$ cat config.mk
export PLATFORM = sky130hd
export DESIGN_NAME = fcp_config_pins
export DESIGN_NICKNAME = d
export VERILOG_FILES = /design/src/logic/fcp_pkg.sv /design/src/logic/fcp_config_pins.sv /design/src/logic/fcp_cfg_mem.sv
export VERILOG_INCLUDE_DIRS = /design/src /design/src/logic
export SDC_FILE = /design/constraint.sdc
export NUM_CORES = 1
export LEC_CHECK = 0
export BUFFER_PORTS_ARGS = -buffer_cell sky130_fd_sc_hd__buf_2
export CAP_MARGIN = 20
export CELL_PAD_IN_SITES_DETAIL_PLACEMENT = 1
export CELL_PAD_IN_SITES_GLOBAL_PLACEMENT = 1
export CORE_ASPECT_RATIO = 0.6
export CORE_UTILIZATION = 23
export CTS_CLUSTER_DIAMETER = 40
export CTS_CLUSTER_SIZE = 28
export DETAILED_ROUTE_END_ITERATION = 6
export PLACE_DENSITY = 0.38
export SYNTH_ARGS = -nofsm -noshare
export SYNTH_HDL_FRONTEND = slang
export SYNTH_HIERARCHICAL = 1
export SYNTH_SLANG_ARGS = --single-unit
export TNS_END_PERCENT = 100
$ cat constraint.sdc
create_clock -name clk -period 10.6 [get_ports clk]
set_input_delay 2.12 -clock clk [delete_from_list [all_inputs] [get_ports clk]]
set_output_delay 2.12 -clock clk [all_outputs]
set_load 0.05 [all_outputs]
$ cat src/logic/fcp_map.svh
// Purpose: constants for the configuration pin interface
// Assumes: 10 MHz system clock
// Notes: counts are derived from times and rates
`ifndef FCP_MAP_SVH
`define FCP_MAP_SVH

`define FCP_CLK_KHZ 10000
`define FCP_OSC_FAST_KHZ 10000
`define FCP_OSC_SLOW_KHZ 1250
`define FCP_OSC_DIV_FAST (`FCP_CLK_KHZ / `FCP_OSC_FAST_KHZ)
`define FCP_OSC_DIV_SLOW (`FCP_CLK_KHZ / `FCP_OSC_SLOW_KHZ)
`define FCP_PWR_STAB_US 10
`define FCP_PWR_STAB_CYC ((`FCP_PWR_STAB_US * `FCP_CLK_KHZ + 999) / 1000)
`define FCP_CFG_BYTES 64
`define FCP_BYTE_BITS 8
`define FCP_ROM_AW 18
// mode select codes
`define FCP_MSEL_MSER 3'h0
`define FCP_MSEL_SPAR 3'h1
`define FCP_MSEL_MPAR 3'h2
`define FCP_MSEL_APER 3'h3
`define FCP_MSEL_SPER 3'h4
`define FCP_MSEL_SSER 3'h7

`endif

$ cat src/logic/fcp_pkg.sv
// Purpose: types for the configuration pin interface
// Assumes: nothing
// Notes: pin struct carries the synchronised pin inputs
package fcp_pkg;
    typedef enum logic [2:0] {
        FCP_MSER, FCP_SSER, FCP_MPAR, FCP_SPAR, FCP_APER, FCP_SPER
    } fcp_mode_t;

    typedef enum logic [2:0] {
        FCP_ST_POWER, FCP_ST_CLEAR, FCP_ST_WAIT, FCP_ST_LOAD, FCP_ST_DONE
    } fcp_state_t;

    typedef struct packed {
        logic init_n;
        logic cs_low_n;
        logic cs_high;
        logic wr_n;
        logic rd_n;
        logic cfg_clock;
        logic ser;
        logic [7:0] data;
        logic [2:0] mode_sel;
        logic osc_sel;
    } fcp_pins_t;
endpackage

$ cat src/logic/fcp_config_pins.sv
// Purpose: configuration pin logic: mode straps, init handshake, data loading
// Assumes: all pin inputs are asynchronous to clk; all but scan_select pass two flip-flops
// Notes: master modes derive cfg_clock from the internal oscillator divider
//
`include "fcp_map.svh"

// Overview of operation
// - mode select straps latched at init_n rising edge choose the configuration mode.
// - oscillator speed strap latched at init_n rise; low 10 MHz, high 1.25 MHz.
// - cfg_busy_high is driven high until configuration completes, then user pin.
// - cfg_busy_low is driven low until configuration completes, then user pin.
// - init_n is pulled low during power stabilisation and memory clearing.
// - an external low on init_n holds the device in its wait state.
// - async peripheral mode selects the device when chip_sel_low low, chip_sel_high high.
// - a write strobe low while selected loads the data byte into the buffer.
// - read strobe low while selected drives bit 7 as ready status.
// - host avoids simultaneous strobes; if both low, write wins and read ignored.
// - slave parallel mode qualifies bytes with write strobe and both chip selects.
// - master parallel mode drives an 18-bit ROM address.
// - parallel and peripheral modes take bytes on the data bus with pull-ups.
// - chain serial output changes only on falling cfg_clock edges.
// - without boundary scan, scan functions are disabled once configuration completes.
// - configuration pins have pull-ups during configuration, become user pins after.
// - serial modes take one bit per cfg_clock on cfg_serial_in.
// - peripheral mode asserts byte_ready when another byte may be written.
module fcp_config_pins #(
    parameter int CFG_BYTES = `FCP_CFG_BYTES,
    parameter int AW = $clog2(CFG_BYTES)
) (
    input wire logic clk,
    input wire logic rst,
    input wire logic [2:0] config_mode_select,
    input wire logic osc_speed_select,
    input wire logic init_n_in,
    output logic init_n_out,
    output logic init_n_oe,
    input wire logic chip_sel_low,
    input wire logic chip_sel_high,
    input wire logic write_strobe_n,
    input wire logic read_strobe_n,
    input wire logic [7:0] cfg_data_in,
    output logic cfg_d7_out,
    output logic cfg_d7_oe,
    input wire logic cfg_clock_in,
    output logic cfg_clock_out,
    output logic cfg_clock_oe,
    input wire logic cfg_serial_in,
    output logic chain_serial_out,
    output logic [`FCP_ROM_AW-1:0] rom_address,
    output logic byte_ready,
    output logic cfg_busy_high,
    output logic cfg_busy_low,
    output logic cfg_pins_oe,
    output logic cfg_pullup_en,
    input wire logic scan_select,
    output logic scan_disable,
    output logic cfg_done,
    input wire logic [AW-1:0] cfg_mem_raddr,
    output logic [7:0] cfg_mem_rdata
);
    localparam int NPIN = $bits(fcp_pkg::fcp_pins_t);

    fcp_pkg::fcp_pins_t pins_in;
    fcp_pkg::fcp_pins_t p;
    logic [NPIN-1:0] meta_r;
    logic [NPIN-1:0] sync_r;

    assign pins_in = '{init_n: init_n_in, cs_low_n: chip_sel_low, cs_high: chip_sel_high,
                       wr_n: write_strobe_n, rd_n: read_strobe_n, cfg_clock: cfg_clock_in,
                       ser: cfg_serial_in, data: cfg_data_in,
                       mode_sel: config_mode_select, osc_sel: osc_speed_select};

    // two flops per pin; the first stage feeds only the second
    for (genvar i = 0; i < NPIN; i++) begin : g_sync
        always_ff @(posedge clk) begin
            if (rst) begin
                meta_r[i] <= 1'b1;
                sync_r[i] <= 1'b1;
            end else begin
                meta_r[i] <= pins_in[i];
                sync_r[i] <= meta_r[i];
            end
        end
    end
    assign p = sync_r;

    fcp_pkg::fcp_state_t state_r, state_nxt;
    fcp_pkg::fcp_mode_t mode_r, mode_nxt, mode_dec;
    logic osc_slow_r, osc_slow_nxt;
    logic [15:0] cnt_r, cnt_nxt;
    logic [2:0] osc_cnt_r, osc_cnt_nxt;
    logic cfg_clock_o_r, cfg_clock_o_nxt;
    logic [`FCP_ROM_AW-1:0] addr_r, addr_nxt;
    logic [7:0] shift_r, shift_nxt;
    logic [2:0] bitn_r, bitn_nxt;
    logic [AW-1:0] wptr_r, wptr_nxt;
    logic [3:0] busy_r, busy_nxt;
    logic d7oe_r, d7oe_nxt;
    logic d7_r, d7_nxt;
    logic dout_r, dout_nxt;
    logic init_prev_r, wr_prev_r, cfg_clock_prev_r;
    logic mem_we, acc, sel, is_master, osc_tick, cfg_clock_rise, cfg_clock_fall, init_rise;
    logic [AW-1:0] mem_waddr;
    logic [7:0] mem_wdata, acc_byte;
    logic [2:0] osc_div_m1;

    always_comb begin
        case (p.mode_sel)
            `FCP_MSEL_SPAR: mode_dec = fcp_pkg::FCP_SPAR;
            `FCP_MSEL_MPAR: mode_dec = fcp_pkg::FCP_MPAR;
            `FCP_MSEL_APER: mode_dec = fcp_pkg::FCP_APER;
            `FCP_MSEL_SPER: mode_dec = fcp_pkg::FCP_SPER;
            `FCP_MSEL_SSER: mode_dec = fcp_pkg::FCP_SSER;
            default: mode_dec = fcp_pkg::FCP_MSER;
        endcase
    end

    always_comb begin
        sel = ~p.cs_low_n & p.cs_high;
        is_master = (mode_r == fcp_pkg::FCP_MSER) || (mode_r == fcp_pkg::FCP_MPAR)
                    || (mode_r == fcp_pkg::FCP_APER);
        osc_div_m1 = osc_slow_r ? 3'(`FCP_OSC_DIV_SLOW - 1) : 3'(`FCP_OSC_DIV_FAST - 1);
        osc_tick = (osc_cnt_r == osc_div_m1);
        init_rise = p.init_n & ~init_prev_r;
        // slave modes follow the outside cfg_clock edges
        if (is_master) begin
            cfg_clock_rise = (state_r == fcp_pkg::FCP_ST_LOAD) & osc_tick & ~cfg_clock_o_r;
            // forcing the clock low on completion is a fall as well
            cfg_clock_fall = cfg_clock_o_r & ((state_r == fcp_pkg::FCP_ST_DONE)
                        | ((state_r == fcp_pkg::FCP_ST_LOAD) & osc_tick));
        end else begin
            cfg_clock_rise = p.cfg_clock & ~cfg_clock_prev_r;
            cfg_clock_fall = ~p.cfg_clock & cfg_clock_prev_r;
        end
    end

    always_comb begin
        state_nxt = state_r;
        mode_nxt = mode_r;
        osc_slow_nxt = osc_slow_r;
        cnt_nxt = cnt_r;
        osc_cnt_nxt = osc_tick ? 3'h0 : osc_cnt_r + 3'h1;
        cfg_clock_o_nxt = cfg_clock_o_r;
        addr_nxt = addr_r;
        shift_nxt = shift_r;
        bitn_nxt = bitn_r;
        wptr_nxt = wptr_r;
        busy_nxt = busy_r;
        dout_nxt = dout_r;
        mem_we = 1'b0;
        mem_waddr = wptr_r;
        mem_wdata = 8'h00;
        acc = 1'b0;
        acc_byte = p.data;
        case (state_r)
            fcp_pkg::FCP_ST_POWER: begin
                cnt_nxt = cnt_r + 16'h0001;
                if (cnt_r == 16'(`FCP_PWR_STAB_CYC - 1)) begin
                    cnt_nxt = 16'h0000;
                    state_nxt = fcp_pkg::FCP_ST_CLEAR;
                end
            end
            fcp_pkg::FCP_ST_CLEAR: begin
                mem_we = 1'b1;
                mem_waddr = AW'(cnt_r);
                cnt_nxt = cnt_r + 16'h0001;
                if (cnt_r == 16'(CFG_BYTES - 1)) begin
                    state_nxt = fcp_pkg::FCP_ST_WAIT;
                end
            end
            fcp_pkg::FCP_ST_WAIT: begin
                if (init_rise) begin
                    mode_nxt = mode_dec;
                    osc_slow_nxt = p.osc_sel;
                    state_nxt = fcp_pkg::FCP_ST_LOAD;
                end
            end
            fcp_pkg::FCP_ST_LOAD: begin
                if (is_master && osc_tick) begin
                    cfg_clock_o_nxt = ~cfg_clock_o_r;
                end
                // chain output moves on falling edges only
                if (cfg_clock_fall) begin
                    dout_nxt = shift_r[0];
                end
                case (mode_r)
                    fcp_pkg::FCP_MSER, fcp_pkg::FCP_SSER: begin
                        // one serial bit per rising edge
                        if (cfg_clock_rise) begin
                            shift_nxt = {shift_r[6:0], p.ser};
                            bitn_nxt = bitn_r + 3'h1;
                            acc = (bitn_r == 3'h7);
                            acc_byte = {shift_r[6:0], p.ser};
                        end
                    end
                    fcp_pkg::FCP_MPAR: begin
                        if (cfg_clock_rise) begin
                            acc = 1'b1;
                            addr_nxt = addr_r + 18'h00001;
                        end
                    end
                    fcp_pkg::FCP_APER: begin
                        if (cfg_clock_rise && busy_r != 4'h0) begin
                            busy_nxt = busy_r - 4'h1;
                        end
                        // write strobe loads the byte buffer
                        if (sel && wr_prev_r && !p.wr_n && busy_r == 4'h0) begin
                            acc = 1'b1;
                            busy_nxt = 4'(`FCP_BYTE_BITS);
                        end
                    end
                    default: begin
                        if (cfg_clock_rise && sel && !p.wr_n) begin
                            acc = 1'b1;
                        end
                    end
                endcase
                // bytes from the data bus or the serial shifter are stored
                if (acc) begin
                    mem_we = 1'b1;
                    mem_wdata = acc_byte;
                    wptr_nxt = wptr_r + AW'(1);
                    if (mode_r != fcp_pkg::FCP_MSER && mode_r != fcp_pkg::FCP_SSER) begin
                        shift_nxt = acc_byte;
                    end
                    if (wptr_r == AW'(CFG_BYTES - 1)) begin
                        state_nxt = fcp_pkg::FCP_ST_DONE;
                    end
                end
            end
            fcp_pkg::FCP_ST_DONE: begin
                cfg_clock_o_nxt = 1'b0;
                // last stored bit still reaches the chain
                if (cfg_clock_fall) begin
                    dout_nxt = shift_r[0];
                end
            end
            default: state_nxt = fcp_pkg::FCP_ST_POWER;
        endcase
    end

    always_comb begin
        // bit 7 reports ready while reading
        // a low write strobe suppresses the read
        // drive drops when read ends or select drops
        d7oe_nxt = (state_r == fcp_pkg::FCP_ST_LOAD) && (mode_r == fcp_pkg::FCP_APER)
                   && sel && !p.rd_n && p.wr_n;
        d7_nxt = (busy_r == 4'h0);
    end

    always_ff @(posedge clk) begin
        if (rst) begin
            state_r <= fcp_pkg::FCP_ST_POWER;
            mode_r <= fcp_pkg::FCP_MSER;
            osc_slow_r <= 1'b0;
            cnt_r <= 16'h0000;
            osc_cnt_r <= 3'h0;
            cfg_clock_o_r <= 1'b0;
            addr_r <= 18'h00000;
            shift_r <= 8'h00;
            bitn_r <= 3'h0;
            wptr_r <= '0;
            busy_r <= 4'h0;
            d7oe_r <= 1'b0;
            d7_r <= 1'b0;
            dout_r <= 1'b0;
            init_prev_r <= 1'b1;
            wr_prev_r <= 1'b1;
            cfg_clock_prev_r <= 1'b1;
        end else begin
            state_r <= state_nxt;
            mode_r <= mode_nxt;
            osc_slow_r <= osc_slow_nxt;
            cnt_r <= cnt_nxt;
            osc_cnt_r <= osc_cnt_nxt;
            cfg_clock_o_r <= cfg_clock_o_nxt;
            addr_r <= addr_nxt;
            shift_r <= shift_nxt;
            bitn_r <= bitn_nxt;
            wptr_r <= wptr_nxt;
            busy_r <= busy_nxt;
            d7oe_r <= d7oe_nxt;
            d7_r <= d7_nxt;
            dout_r <= dout_nxt;
            init_prev_r <= p.init_n;
            wr_prev_r <= p.wr_n;
            cfg_clock_prev_r <= p.cfg_clock;
        end
    end

    fcp_cfg_mem #(.DW(8), .DEPTH(CFG_BYTES), .AW(AW)) u_mem (
        .clk(clk),
        .rst(rst),
        .we(mem_we),
        .waddr(mem_waddr),
        .wdata(mem_wdata),
        .raddr(cfg_mem_raddr),
        .rdata(cfg_mem_rdata)
    );

    // open-drain low while powering and clearing
    assign init_n_out = 1'b0;
    assign init_n_oe = (state_r == fcp_pkg::FCP_ST_POWER) || (state_r == fcp_pkg::FCP_ST_CLEAR);
    assign cfg_done = (state_r == fcp_pkg::FCP_ST_DONE);
    assign cfg_busy_high = ~cfg_done;
    assign cfg_busy_low = cfg_done;
    // pull-ups and pin ownership until done
    assign cfg_pins_oe = ~cfg_done;
    assign cfg_pullup_en = ~cfg_done;
    assign scan_disable = cfg_done & ~scan_select;
    assign byte_ready = (state_r == fcp_pkg::FCP_ST_LOAD) && (busy_r == 4'h0);
    assign cfg_d7_out = d7_r;
    assign cfg_d7_oe = d7oe_r;
    assign cfg_clock_out = cfg_clock_o_r;
    assign cfg_clock_oe = is_master && (state_r == fcp_pkg::FCP_ST_LOAD);
    assign chain_serial_out = dout_r;
    assign rom_address = addr_r;
endmodule // fcp_config_pins

$ cat src/logic/fcp_cfg_mem.sv
// Purpose: configuration memory, one write port, registered read port
// Assumes: single clock
// Notes: contents are not reset; the loader clears them word by word
module fcp_cfg_mem #(
    parameter int DW = 8,
    parameter int DEPTH = 64,
    parameter int AW = $clog2(DEPTH)
) (
    input wire logic clk,
    input wire logic rst,
    input wire logic we,
    input wire logic [AW-1:0] waddr,
    input wire logic [DW-1:0] wdata,
    input wire logic [AW-1:0] raddr,
    output logic [DW-1:0] rdata
);
    logic [DW-1:0] mem [DEPTH];
    logic [DW-1:0] rdata_r;

    always_ff @(posedge clk) begin
        if (we) begin
            mem[waddr] <= wdata;
        end
        if (rst) begin
            rdata_r <= '0;
        end else begin
            rdata_r <= mem[raddr];
        end
    end

    assign rdata = rdata_r;
endmodule // fcp_cfg_mem

Word level (Yosys, flattened, before mapping):

Memory sizes are Yosys's and may differ from the RTL's. A register that Yosys moved wholly into a read port is not among the register bits.
Index checks and enable logic that the tools add are counted.

* output and inout bits: 40
* memories: 1
* bits in writable memories: 512
* register bits: 110

Memories
* u_mem.mem: words 64, width 8, read ports 1, clocked after Yosys merged registers in 1, wr ports 1, RTL line fcp_cfg_mem.sv:17 `logic [DW-1:0] mem [DEPTH];`

* mux-type cells: 35
* equal/unequal tests: 24
* reduce and logical (&&, ||, !) cells: 38
* add/subtract/negate cells: 6
* bitwise operators: 16

Operator list (number)
* two-way mux 8 bit: 8
* one-hot mux 16 bit (2 select lines): 1
* one-hot mux 3 bit (5 select lines): 2
* adder 18 x 1 -> 18 bit, second input constant: 1
* two-way mux 3 bit: 6
* adder 16 x 1 -> 16 bit, second input constant: 1
* == test 16 x 6 -> 1 bit, second input constant: 1
* == test 16 x 7 -> 1 bit, second input constant: 1
* two-way mux 16 bit: 1
* == test 3 x 2 -> 1 bit, second input constant: 5
* == test 3 bit, second input constant: 5
* logical AND 1 bit: 14
* != test 2 bit, second input constant: 6
* two-way mux 1 bit: 11
* == test 3 x 1 -> 1 bit, second input constant: 3
* AND reduction 3 bit: 3
* AND 1 bit: 8
* two-way mux 4 bit: 2
* AND reduction 2 bit: 4
* inverter 1 bit: 7
* adder 3 x 1 -> 3 bit, second input constant: 2
* adder 6 x 1 -> 6 bit, second input constant: 1
* == test 6 bit, second input constant: 1
* zero test 3 bit: 2
* other kinds (15): 23

Depth between registers and ports, before layout:

Gate-level depths: netlist of run 1.

* word-level depth: 14
* gate-level depth with buffers: 12
* mapped depth without buffers: 10

Hierarchy:

Netlist of run 1, hierarchy kept.

By module, submodules not included
* fcp_cfg_mem: seq. area each 15534.9 sq um, instances 1, area each 20120.5 sq um, cells each 921
* fcp_config_pins: seq. area each 2182.1 sq um, instances 1, area each 4987.3 sq um, cells each 544

Worst setup path after synthesis of run 1:

Ideal clock, no wire load.

* kind: input to output
* start: in scan_select
* end: out scan_disable
* buffers on the path: 0
* slack: 5.706 ns
* arrival: 2.774 ns
* required time: 8.480 ns
* stages: 1
* cells stage by stage: nor2_1

* cells in the longest elaborated chain, start to end: 2

Ends and longest elaborated chain
* from (decl): RTL line fcp_config_pins.sv:55 `input wire logic scan_select,`
* inverter 1 bit: RTL line fcp_config_pins.sv:310 `assign scan_disable = cfg_done & ~scan_select;`
* AND 1 bit: RTL line fcp_config_pins.sv:310
* to (decl): RTL line fcp_config_pins.sv:56 `output logic scan_disable,`

No other way between the ends.

Worst setup path after layout of run 1:

* start: reg state_r[0]
* end: mem u_mem.mem[38][5], enable pin

* cells in the longest elaborated chain, start to end: 13

Ends and longest elaborated chain
* from (decl): RTL line fcp_config_pins.sv:87 `fcp_pkg::fcp_state_t state_r, state_nxt;`
* from (signal assigned): RTL line fcp_config_pins.sv:253 `state_r <= fcp_pkg::FCP_ST_POWER;`
* from (signal assigned): RTL line fcp_config_pins.sv:271 `state_r <= state_nxt;`
* == test 3 x 2 -> 1 bit: RTL line fcp_config_pins.sv:127, fcp_config_pins.sv:155
* AND 1 bit (2 in a row): RTL line fcp_config_pins.sv:127 `cfg_clock_rise = (state_r == fcp_pkg::FCP_ST_LOAD) & osc_tick & ~cfg_clock_o_r;`
* two-way mux 1 bit: RTL line fcp_config_pins.sv:126 `if (is_master) begin`
* logical AND 1 bit (2 in a row): RTL line fcp_config_pins.sv:213 `if (cfg_clock_rise && sel && !p.wr_n) begin`
* two-way mux 1 bit: RTL line fcp_config_pins.sv:213
* one-hot mux 1 bit (3 select lines): RTL line fcp_config_pins.sv:186 `case (mode_r)`
* two-way mux 1 bit: RTL line fcp_config_pins.sv:155 `case (state_r)`
* two-way mux 1 bit: RTL line fcp_config_pins.sv:219 `if (acc) begin`
* one-hot mux 1 bit (2 select lines) *: RTL line fcp_config_pins.sv:155
* named net mem_we: RTL line fcp_config_pins.sv:102 `logic mem_we, acc, sel, is_master, osc_tick, cfg_clock_rise, cfg_clock_fall, init_rise;`
* two-way mux 1 bit *: RTL line fcp_cfg_mem.sv:21 `if (we) begin`
* two-way mux 1 bit (not written as such) *: RTL line fcp_cfg_mem.sv:22 `mem[waddr] <= wdata;`
* to (decl): RTL line fcp_cfg_mem.sv:17

The timed path passes the listed nets; every way through them passes the cells marked *. The select of a mux whose other input is x is not followed.

==> impl_metrics.json, run 1 <==
{
  "status": "complete, no violations",
  "place_hpwl_mm": 48.4,
  "setup_viol": 0,
  "vias": 13800,
  "holdBufCountCts": 0,
  "dpl-instance-area_um2": 27200,
  "clock_latency_ns": 0.68,
  "nNetsFinal": 1619,
  "io-pin-count": 68,
  "grt_pass1_wl_mm": 110,
  "swShare_pct": 22.8,
  "viasPerCell": 4.48,
  "synth_ff_type": "edfxtp_1",
  "layout_min_cycle_time_ns": 4.97,
  "synth_top_family_by_area": "multiplexers",
  "ys_ff_latch": 629,
  "worstPathArrival_ns": 5.24,
  "relSlewSlack_pct": 18.5,
  "end_kind": "register",
  "die_area_um2": 111000,
  "tritoncts": "done",
  "fin_area_um2": 30300,
  "cts-resized-gates": 0,
  "synth.distinct_cells": 74,
  "syn_to_final_growth_pct": 20.7,
  "synth_top_cell_area_share_pct": 61.2,
  "path_max_fanout": 14,
  "p_seq_share_pct": 45.2,
  "synthAdderAreaFrac_pct": 0.389,
  "synthMuxAreaShare_pct": 14.7,
  "synthArstFlopShare_pct": 0,
  "wl_mm": 76.1,
  "coreArea_um2": 108000,
  "htreeDepth": 3,
  "synth_top_area_cell": "edfxtp_1",
  "synth_seq_area_share_pct": 70.6,
  "synth.area.top_cells": "edfxtp_1, mux4_2, dfxtp_1",
  "row_count": 93,
  "clk_path_buf_depth": 3,
  "leakage_nw": 10.5,
  "crit_type": "register to register",
  "grt_start_max_net_pins": 85,
  "first_global_vias": 14500,
  "grtUsageTotal_pct": 13.9,
  "numCtsBuffers": 88,
  "netlist_instances": 1465,
  "start_util_pct": 23.3,
  "yosysMostFrequentCell": "edfxtp_1",
  "tightest_slew_ns": 1.21,
  "synth_xor_area_share_pct": 0.802,
  "grt-ovfl-total": 0,
  "postCtsSetupBuffers": 0,
  "syn_area_per_cell_um2": 17.1,
  "route.detailed.wl_per_inst_um": 24.6,
  "path_clk_slew_ns": 0.05,
  "p_switching_mw": 1.34,
  "pwr-share-clk_pct": 51.9,
  "cp_data_required_time_ns": 10.87,
  "synth_compound_area_share_pct": 3.81,
  "dp_cells": 2912,
  "syn_nets": 1500,
  "place.gp.congestion": 0.735,
  "drive_above_1_share_pct": 29.6,
  "root_buffer": "clkbuf_16",
  "dr.pass1.iters": 5,
  "finalSetupTns_ns": 0,
  "cts.sinks": 629,
  "slew_viol_final": 0,
  "synth-simple-area-share_pct": 7.79,
  "synth_edf_count": 512,
  "final_core_utilization_pct": 28.1,
  "detail-route-antenna-nets": 0,
  "comb_power_share_pct": 2.9,
  "period_share_pct": 46.9,
  "startpoint_type": "register",
  "yosys-top-cells-count": "edfxtp_1, mux4_2, nor2_1",
  "synth_warnings": 6,
  "drv_cap": 0,
  "p_per_area_nw_per_um2": 194,
  "hp-class": "register to register",
  "dieHeight_um": 258,
  "drc": 0,
  "layout.cells.non_filler": 3090,
  "drtIter0Drc": 1173,
  "finClkSkew_ns": 0.0379,
  "die_w_um": 429,
  "synth.cell_area_um2": 25100,
  "hold_viol": 0,
  "internal_power_mw": 4.53,
  "numPortBuffers": 66,
  "power.total_mw": 5.87,
  "peakVddDrop_mv": 0.120,
  "fmax_mhz": 201,
  "grt_setup_unrepaired": "false",
  "antenna_found_initial": 6
}
-- cell usage in the layout, fill, tap and decap left out, types with 18 or more instances in the layout --
cell,count
a21oi_1,27
buf_2,62
buf_4,41
clkbuf_16,90
dfxtp_1,117
edfxtp_1,512
mux2_2,18
mux2i_1,38
mux4_2,137
nand2_1,51
nand2b_1,18
nand3_1,27
nor2_1,128
nor2b_1,19
nor3_1,19
or2_2,43
-- area by class of cell --
type | instances | area (um^2)
clock buffers | 100 | 2310
repair buffers | 109 | 689
flip-flops and latches | 629 | 17700
multi-input cells | 737 | 6970
diodes | 5 | 12.5
clock inverters | 66 | 746
well taps | 1425 | 1780
inverters | 19 | 71.3
fillers | 11200 | 77500
-- critical path: stages (launching register included) --
cell	delay, ns
dfxtp_1	0.62
nand4bb_2	0.39
a211oi_4	0.49
o211ai_2	0.29
a21bo_2	0.30
a21oi_1	0.53
nor2b_1	0.32
nand3_1	0.58
nor2_1	1.03
-- routing by layer --
metal	share of wire (%)	track usage (%)	wire length [um]
met5	0	0	0
met3	5.5	3.98	4220
met4	2.1	3.84	1600
met1	54	21.8	40800
met2	39	18.1	29500
-- state kept, by name, indices dropped and copies added, names as in the netlist, 4 cells and up --
signal	flops
p	19
meta_r	19
cnt_r	16
u_mem/rdata	8
shift_r	7
busy_r	4
rom_address	18
u_mem/mem	512
wptr_r	6
-- worst paths after layout --
check / startpoint / to / slack, ns / depth (start not counted)
setup / recovery: state_r[0]$_SDFFE_PP0P_ / u_mem/mem[38][5]$_DFFE_PP_ / 5.63 / 8
hold / removal: meta_r[14]$_SDFF_PP1_ / p[14]$_SDFF_PP1_ / 0.41 / 1
setup reg to reg: state_r[0]$_SDFFE_PP0P_ / u_mem/mem[38][5]$_DFFE_PP_ / 5.63 / 8
hold reg to reg: meta_r[14]$_SDFF_PP1_ / p[14]$_SDFF_PP1_ / 0.41 / 1
-- power by group through the flow --
stage          Combinational, mW  Sequential [mW]  Clock (mW)
2_1_floorplan              0.103             2.71           0
3_3_place_gp               0.176             2.70           0
3_5_place_dp               0.176             2.70           0
4_1_cts                    0.176             2.65        3.15
5_1_grt                    0.186             2.65        3.25
6_report                   0.173             2.65        3.05
-- through the flow --
stage / setup slack, ns / hold slack [ns]
2_1_floorplan: 5.71 / 0.389
3_3_place_gp: 5.03 / 0.394
3_5_place_dp: 5.05 / 0.395
4_1_cts: 5.60 / 0.408
5_1_grt: 5.35 / 0.419
6_report: 5.63 / 0.407
-- cells by family after synthesis --
kind of cell,Yosys count
AO/OA/AOI/OAI,126
XOR/XNOR,23
adder cells (fa/ha/maj),8
buffers and inverters,99
flip-flops,629
multiplexers,195
other,1
AND/OR/NAND/NOR,384
No activity file was read; power rests on OpenSTA's default activity.
==> inputs of run 2 (changes only) <==
==> constraint.sdc (replaced) <==
create_clock -name clk -period 4.7 [get_ports clk]
set_input_delay 0.94 -clock clk [delete_from_list [all_inputs] [get_ports clk]]
set_output_delay 0.94 -clock clk [all_outputs]
set_load 0.05 [all_outputs]
==> run 2 against run 1 <==
Fmax grew 21%. Global-route usage shrank 0.18 points. First-iteration DRC count is 6.1% lower. Clock power rose by 130%. Setup slack worse by 5.0 ns. Critical path depth up 1. Die area stayed put. Count of clock-buffer cells in the layout decreased by 1.
==> impl_metrics.json, run 2 (synthesized netlist as in run 1, its figures left out) <==
{
  "route.detailed.wl_per_inst_um": 24.0,
  "io-pin-count": 68,
  "worstPathArrival_ns": 4.49,
  "path_max_fanout": 8,
  "slew_viol_final": 0,
  "grt-ovfl-total": 0,
  "cp_num_buf_inv": 1,
  "slowest_delay_ns": 0.63,
  "critPathSlowestCell": "or4_4",
  "wl_mm": 75.7,
  "grt_pass1_wl_mm": 109,
  "antenna_found_initial": 4,
  "coreArea_um2": 108000,
  "layout_min_cycle_time_ns": 4.12,
  "startpoint_type": "register",
  "crit_chain": "or4_4, a211oi_4, o211ai_2, a21bo_2, a21oi_1, nor2b_1, nand2_1, nor2_1, buf_4",
  "htreeDepth": 3,
  "fin_hold_ws_ns": 0.406,
  "drv_cap": 0,
  "syn_to_final_growth_pct": 23.6,
  "top_register": "u_mem/mem",
  "root_buffer": "clkbuf_16",
  "numPortBuffers": 66,
  "final_common_cell": "edfxtp_1",
  "relSlewSlack_pct": 35.8,
  "first_global_vias": 14500,
  "cts-resized-gates": 0,
  "grtUsageTotal_pct": 13.7,
  "finalSetupTns_ns": 0,
  "setup_viol": 0,
  "end_kind": "register",
  "tightest_slew_ns": 0.959,
  "dr.pass1.iters": 5,
  "detail-route-antenna-nets": 0,
  "holdBufCountCts": 0,
  "p_per_area_nw_per_um2": 430,
  "viasPerCell": 4.41,
  "tritoncts": "done",
  "postCtsSetupBuffers": 0,
  "power.total_mw": 13.3,
  "hp-class": "register to register",
  "die_w_um": 429,
  "crit_type": "register to register",
  "drtIter0Drc": 1101,
  "finClkSkew_ns": 0.0267,
  "clk_path_buf_depth": 3,
  "cp_top_family": "simple AND/OR/NAND/NOR gates",
  "drive_above_1_share_pct": 32.7,
  "clock_latency_ns": 0.67,
  "dp_cells": 2982,
  "vias": 13900,
  "drc": 0,
  "leakage_nw": 11.1,
  "place_hpwl_mm": 49.3,
  "peakVddDrop_mv": 0.238,
  "hold_viol": 0,
  "grt_start_max_net_pins": 78,
  "fmax_mhz": 243,
  "fillers": 11200,
  "period_share_pct": 87.7,
  "largest_reg_flops": 512,
  "start_util_pct": 23.3,
  "row_count": 93,
  "numCtsBuffers": 91,
  "place.gp.congestion": 0.748,
  "nNetsFinal": 1685,
  "cp_data_required_time_ns": 5.06,
  "cts.sinks": 629,
  "final_cell_mix": "edfxtp_1, mux4_2, nor2_1",
  "grt_setup_unrepaired": "false",
  "layout.cells.non_filler": 3153,
  "dieHeight_um": 258,
  "status": "complete, no violations",
  "die_area_um2": 111000,
  "path_clk_slew_ns": 0.05
}
-- run 2: worst reg2reg max path, delay by kind of cell, from the launching register on --
family / cells / cell delay (ns)
AOI/OAI and AO/OA: 4 / 1.47
buffers and inverters: 1 / 0.22
DFF: 1 / 0.32
and+or+nand+nor: 4 / 1.81
-- run 2: where the power goes --
group | internal (mW) | leakage, nW | switching [mW]
registers | 5.96 | 6.50 | 0.0134
clock network | 4.10 | 1.51 | 2.90
logic | 0.148 | 3.09 | 0.218
total | 10.2 | 11.1 | 3.13
-- run 2: layout make-up --
cell class | instances | area (um^2) | share of cell area (%)
clock inverter | 70 | 793 | 2.56
sequential | 629 | 17700 | 57.1
tap | 1425 | 1780 | 5.75
timing repair buffer | 172 | 1310 | 4.21
multi-input combinational | 737 | 6970 | 22.5
clock buffer | 99 | 2380 | 7.67
antenna | 2 | 5.00 | 0.0161
inverter | 19 | 71.3 | 0.230
-- run 2: per-stage QoR --
step / setup slack (ns) / instance area [um^2] / util, %
after floorplan: 0.835 / 25100 / -
after global placement: 0.715 / 27800 / 25.8
after detailed placement: 0.568 / 27800 / 25.8
after CTS: 0.545 / 31000 / 28.8
after global routing: 0.299 / 31000 / 28.8
final: 0.579 / 31000 / 28.8
-- run 2: worst paths after layout --
| path | from | end | slack (ns) | cells past startpoint |
|---|---|---|---|---|
| setup / recovery | osc_slow_r$_SDFFE_PP0P_ | u_mem/mem[26][0]$_DFFE_PP_ | 0.58 | 9 |
| hold / removal | meta_r[3]$_SDFF_PP1_ | p[3]$_SDFF_PP1_ | 0.41 | 1 |
| setup reg to reg | osc_slow_r$_SDFFE_PP0P_ | u_mem/mem[26][0]$_DFFE_PP_ | 0.58 | 9 |
| hold reg to reg | meta_r[3]$_SDFF_PP1_ | p[3]$_SDFF_PP1_ | 0.41 | 1 |
-- run 2: layer usage --
layer / global-route usage [%] / share of wire [%]
met1: 21.9 / 54
met2: 17.8 / 39
met3: 3.25 / 5.2
met4: 3.88 / 2.2
met5: 0 / 0
==> inputs of run 3 (changes only) <==
--- a/config.mk
+++ b/config.mk
@@ -13,9 +13,9 @@
 export CORE_ASPECT_RATIO = 0.6
 export CORE_UTILIZATION = 23
 export CTS_CLUSTER_DIAMETER = 40
-export CTS_CLUSTER_SIZE = 28
 export DETAILED_ROUTE_END_ITERATION = 6
 export PLACE_DENSITY = 0.38
+export RECOVER_POWER = 25
 export SYNTH_ARGS = -nofsm -noshare
 export SYNTH_HDL_FRONTEND = slang
 export SYNTH_HIERARCHICAL = 1
==> run 3 against run 2 <==
The run now ends with max-capacitance violations, max-slew violations left. Design area fell by 0.50%. Non-clock buffer count did not move. Sequential power barely moved. Global-route usage barely moved. Register-to-register slack got worse by 0.19 ns. Wire length rose by 0.13%. Clock power rose by 2%. Setup slack got worse by 0.19 ns. First-iteration DRC count rose by 2.9%. Via count rose by 0.27%. Fmax fell by 4.3%. Highest routed layer unchanged.
==> impl_metrics.json, run 3 (synthesized netlist as in run 1, its figures left out) <==
{
  "grtUsageTotal_pct": 13.7,
  "layout.cells.non_filler": 3159,
  "cts.sinks": 629,
  "hold_viol": 0,
  "power.total_mw": 13.5,
  "cts-resized-gates": 0,
  "fin_area_um2": 30900,
  "dpl-instance-area_um2": 27800,
  "grt_setup_unrepaired": "false",
  "layout_min_cycle_time_ns": 4.31,
  "status": "complete, but fails checks",
  "top_register": "u_mem/mem",
  "wl_mm": 75.8,
  "period_share_pct": 91.6,
  "leakage_nw": 11.0,
  "final_common_cell": "edfxtp_1",
  "dp_cells": 2982,
  "tritoncts": "done",
  "root_buffer": "clkbuf_16",
  "hp-class": "register to register",
  "start_util_pct": 23.3,
  "end_kind": "register",
  "dr.pass1.iters": 5,
  "tightest_slew_ns": 2.59,
  "fmax_mhz": 232,
  "rrSetupSlack_ns": 0.39,
  "grt-ovfl-total": 0,
  "drtIter0Drc": 1133,
  "final_cell_mix": "edfxtp_1, mux4_2, nor2_1",
  "clk_path_buf_depth": 3,
  "antenna_found_initial": 3,
  "detail-route-antenna-nets": 0,
  "holdBufCountCts": 0,
  "multiInputGateArea_um2": 6900,
  "slew_viol_final": 349,
  "htreeDepth": 3,
  "cp_data_required_time_ns": 4.94,
  "vias": 14000,
  "grt_start_max_net_pins": 78,
  "place_hpwl_mm": 49.3,
  "io-pin-count": 68,
  "crit_type": "register to register",
  "peakVddDrop_mv": 0.212,
  "fin_hold_ws_ns": 0.406,
  "numCtsBuffers": 93,
  "die_w_um": 429,
  "setup_viol": 0,
  "startpoint_type": "register",
  "coreArea_um2": 108000,
  "numPortBuffers": 66,
  "path_max_fanout": 29,
  "postCtsSetupBuffers": 0,
  "nNetsFinal": 1687,
  "route.detailed.wl_per_inst_um": 24.0,
  "path_clk_slew_ns": 0.05,
  "drv_cap": 7,
  "worstPathArrival_ns": 4.55,
  "finalSetupTns_ns": 0,
  "drive_above_1_share_pct": 29.9,
  "fillers": 11300,
  "dieHeight_um": 258,
  "grt_pass1_wl_mm": 109,
  "largest_reg_flops": 512,
  "die_area_um2": 111000,
  "relSlewSlack_pct": -77.2,
  "finClkSkew_ns": 0.0223,
  "layout.area.seq_um2": 17700,
  "drc": 0,
  "viasPerCell": 4.42,
  "violations": "max-capacitance violations, max-slew violations",
  "p_per_area_nw_per_um2": 437,
  "clock_latency_ns": 0.68,
  "first_global_vias": 14500,
  "syn_to_final_growth_pct": 22.9,
  "place.gp.congestion": 0.748,
  "row_count": 93
}
## run 3: worst max-delay path, stage by stage, from the launching register on
cell,delay [ns]
dfxtp_1,0.32
or4_4,0.62
a211oi_4,0.45
o211ai_1,0.34
a21o_1,0.51
nor2_1,0.40
dlymetal6s2s_1,1.19
## run 3: power by group
group          internal (mW)  leakage, nW  switching [mW]
combinational          0.146         2.93           0.217
sequential              5.96         6.50          0.0136
clock                   4.31         1.54            2.85
## run 3: final timing paths
path / start / endpoint / cells after the start
hold reg to reg: meta_r[3]$_SDFF_PP1_ / p[3]$_SDFF_PP1_ / 1
setup / recovery: osc_slow_r$_SDFFE_PP0P_ / u_mem/mem[40][5]$_DFFE_PP_ / 6
setup reg to reg: osc_slow_r$_SDFFE_PP0P_ / u_mem/mem[40][5]$_DFFE_PP_ / 6
hold / removal: meta_r[3]$_SDFF_PP1_ / p[3]$_SDFF_PP1_ / 1
## run 3: per-layer routing
| layer | GRT usage [%] | routed length (um) |
|---|---|---|
| met5 | 0 | 0 |
| met3 | 3.22 | 3600 |
| met2 | 17.9 | 29600 |
| met1 | 22.0 | 41100 |
| met4 | 3.73 | 1510 |
## run 3: stage by stage
| step | setup slack [ns] | utilization (%) |
|---|---|---|
| 3_5_place_dp | 0.568 | 25.8 |
| 6_report | 0.393 | 28.6 |
| 4_1_cts | 0.548 | 28.8 |
| 3_3_place_gp | 0.715 | 25.8 |
| 2_1_floorplan | 0.835 | - |
| 5_1_grt | 0.166 | 28.6 |
## run 3: area by class of cell
| cell class | count | area share [%] |
|---|---|---|
| Multi-Input combinational cell | 737 | 22.4 |
| Antenna cell | 2 | 0.0162 |
| Tap cell | 1425 | 5.78 |
| Sequential cell | 629 | 57.4 |
| Clock inverter | 74 | 2.77 |
| Inverter | 19 | 0.231 |
| Clock buffer | 101 | 7.67 |
| Timing Repair Buffer | 172 | 3.78 |
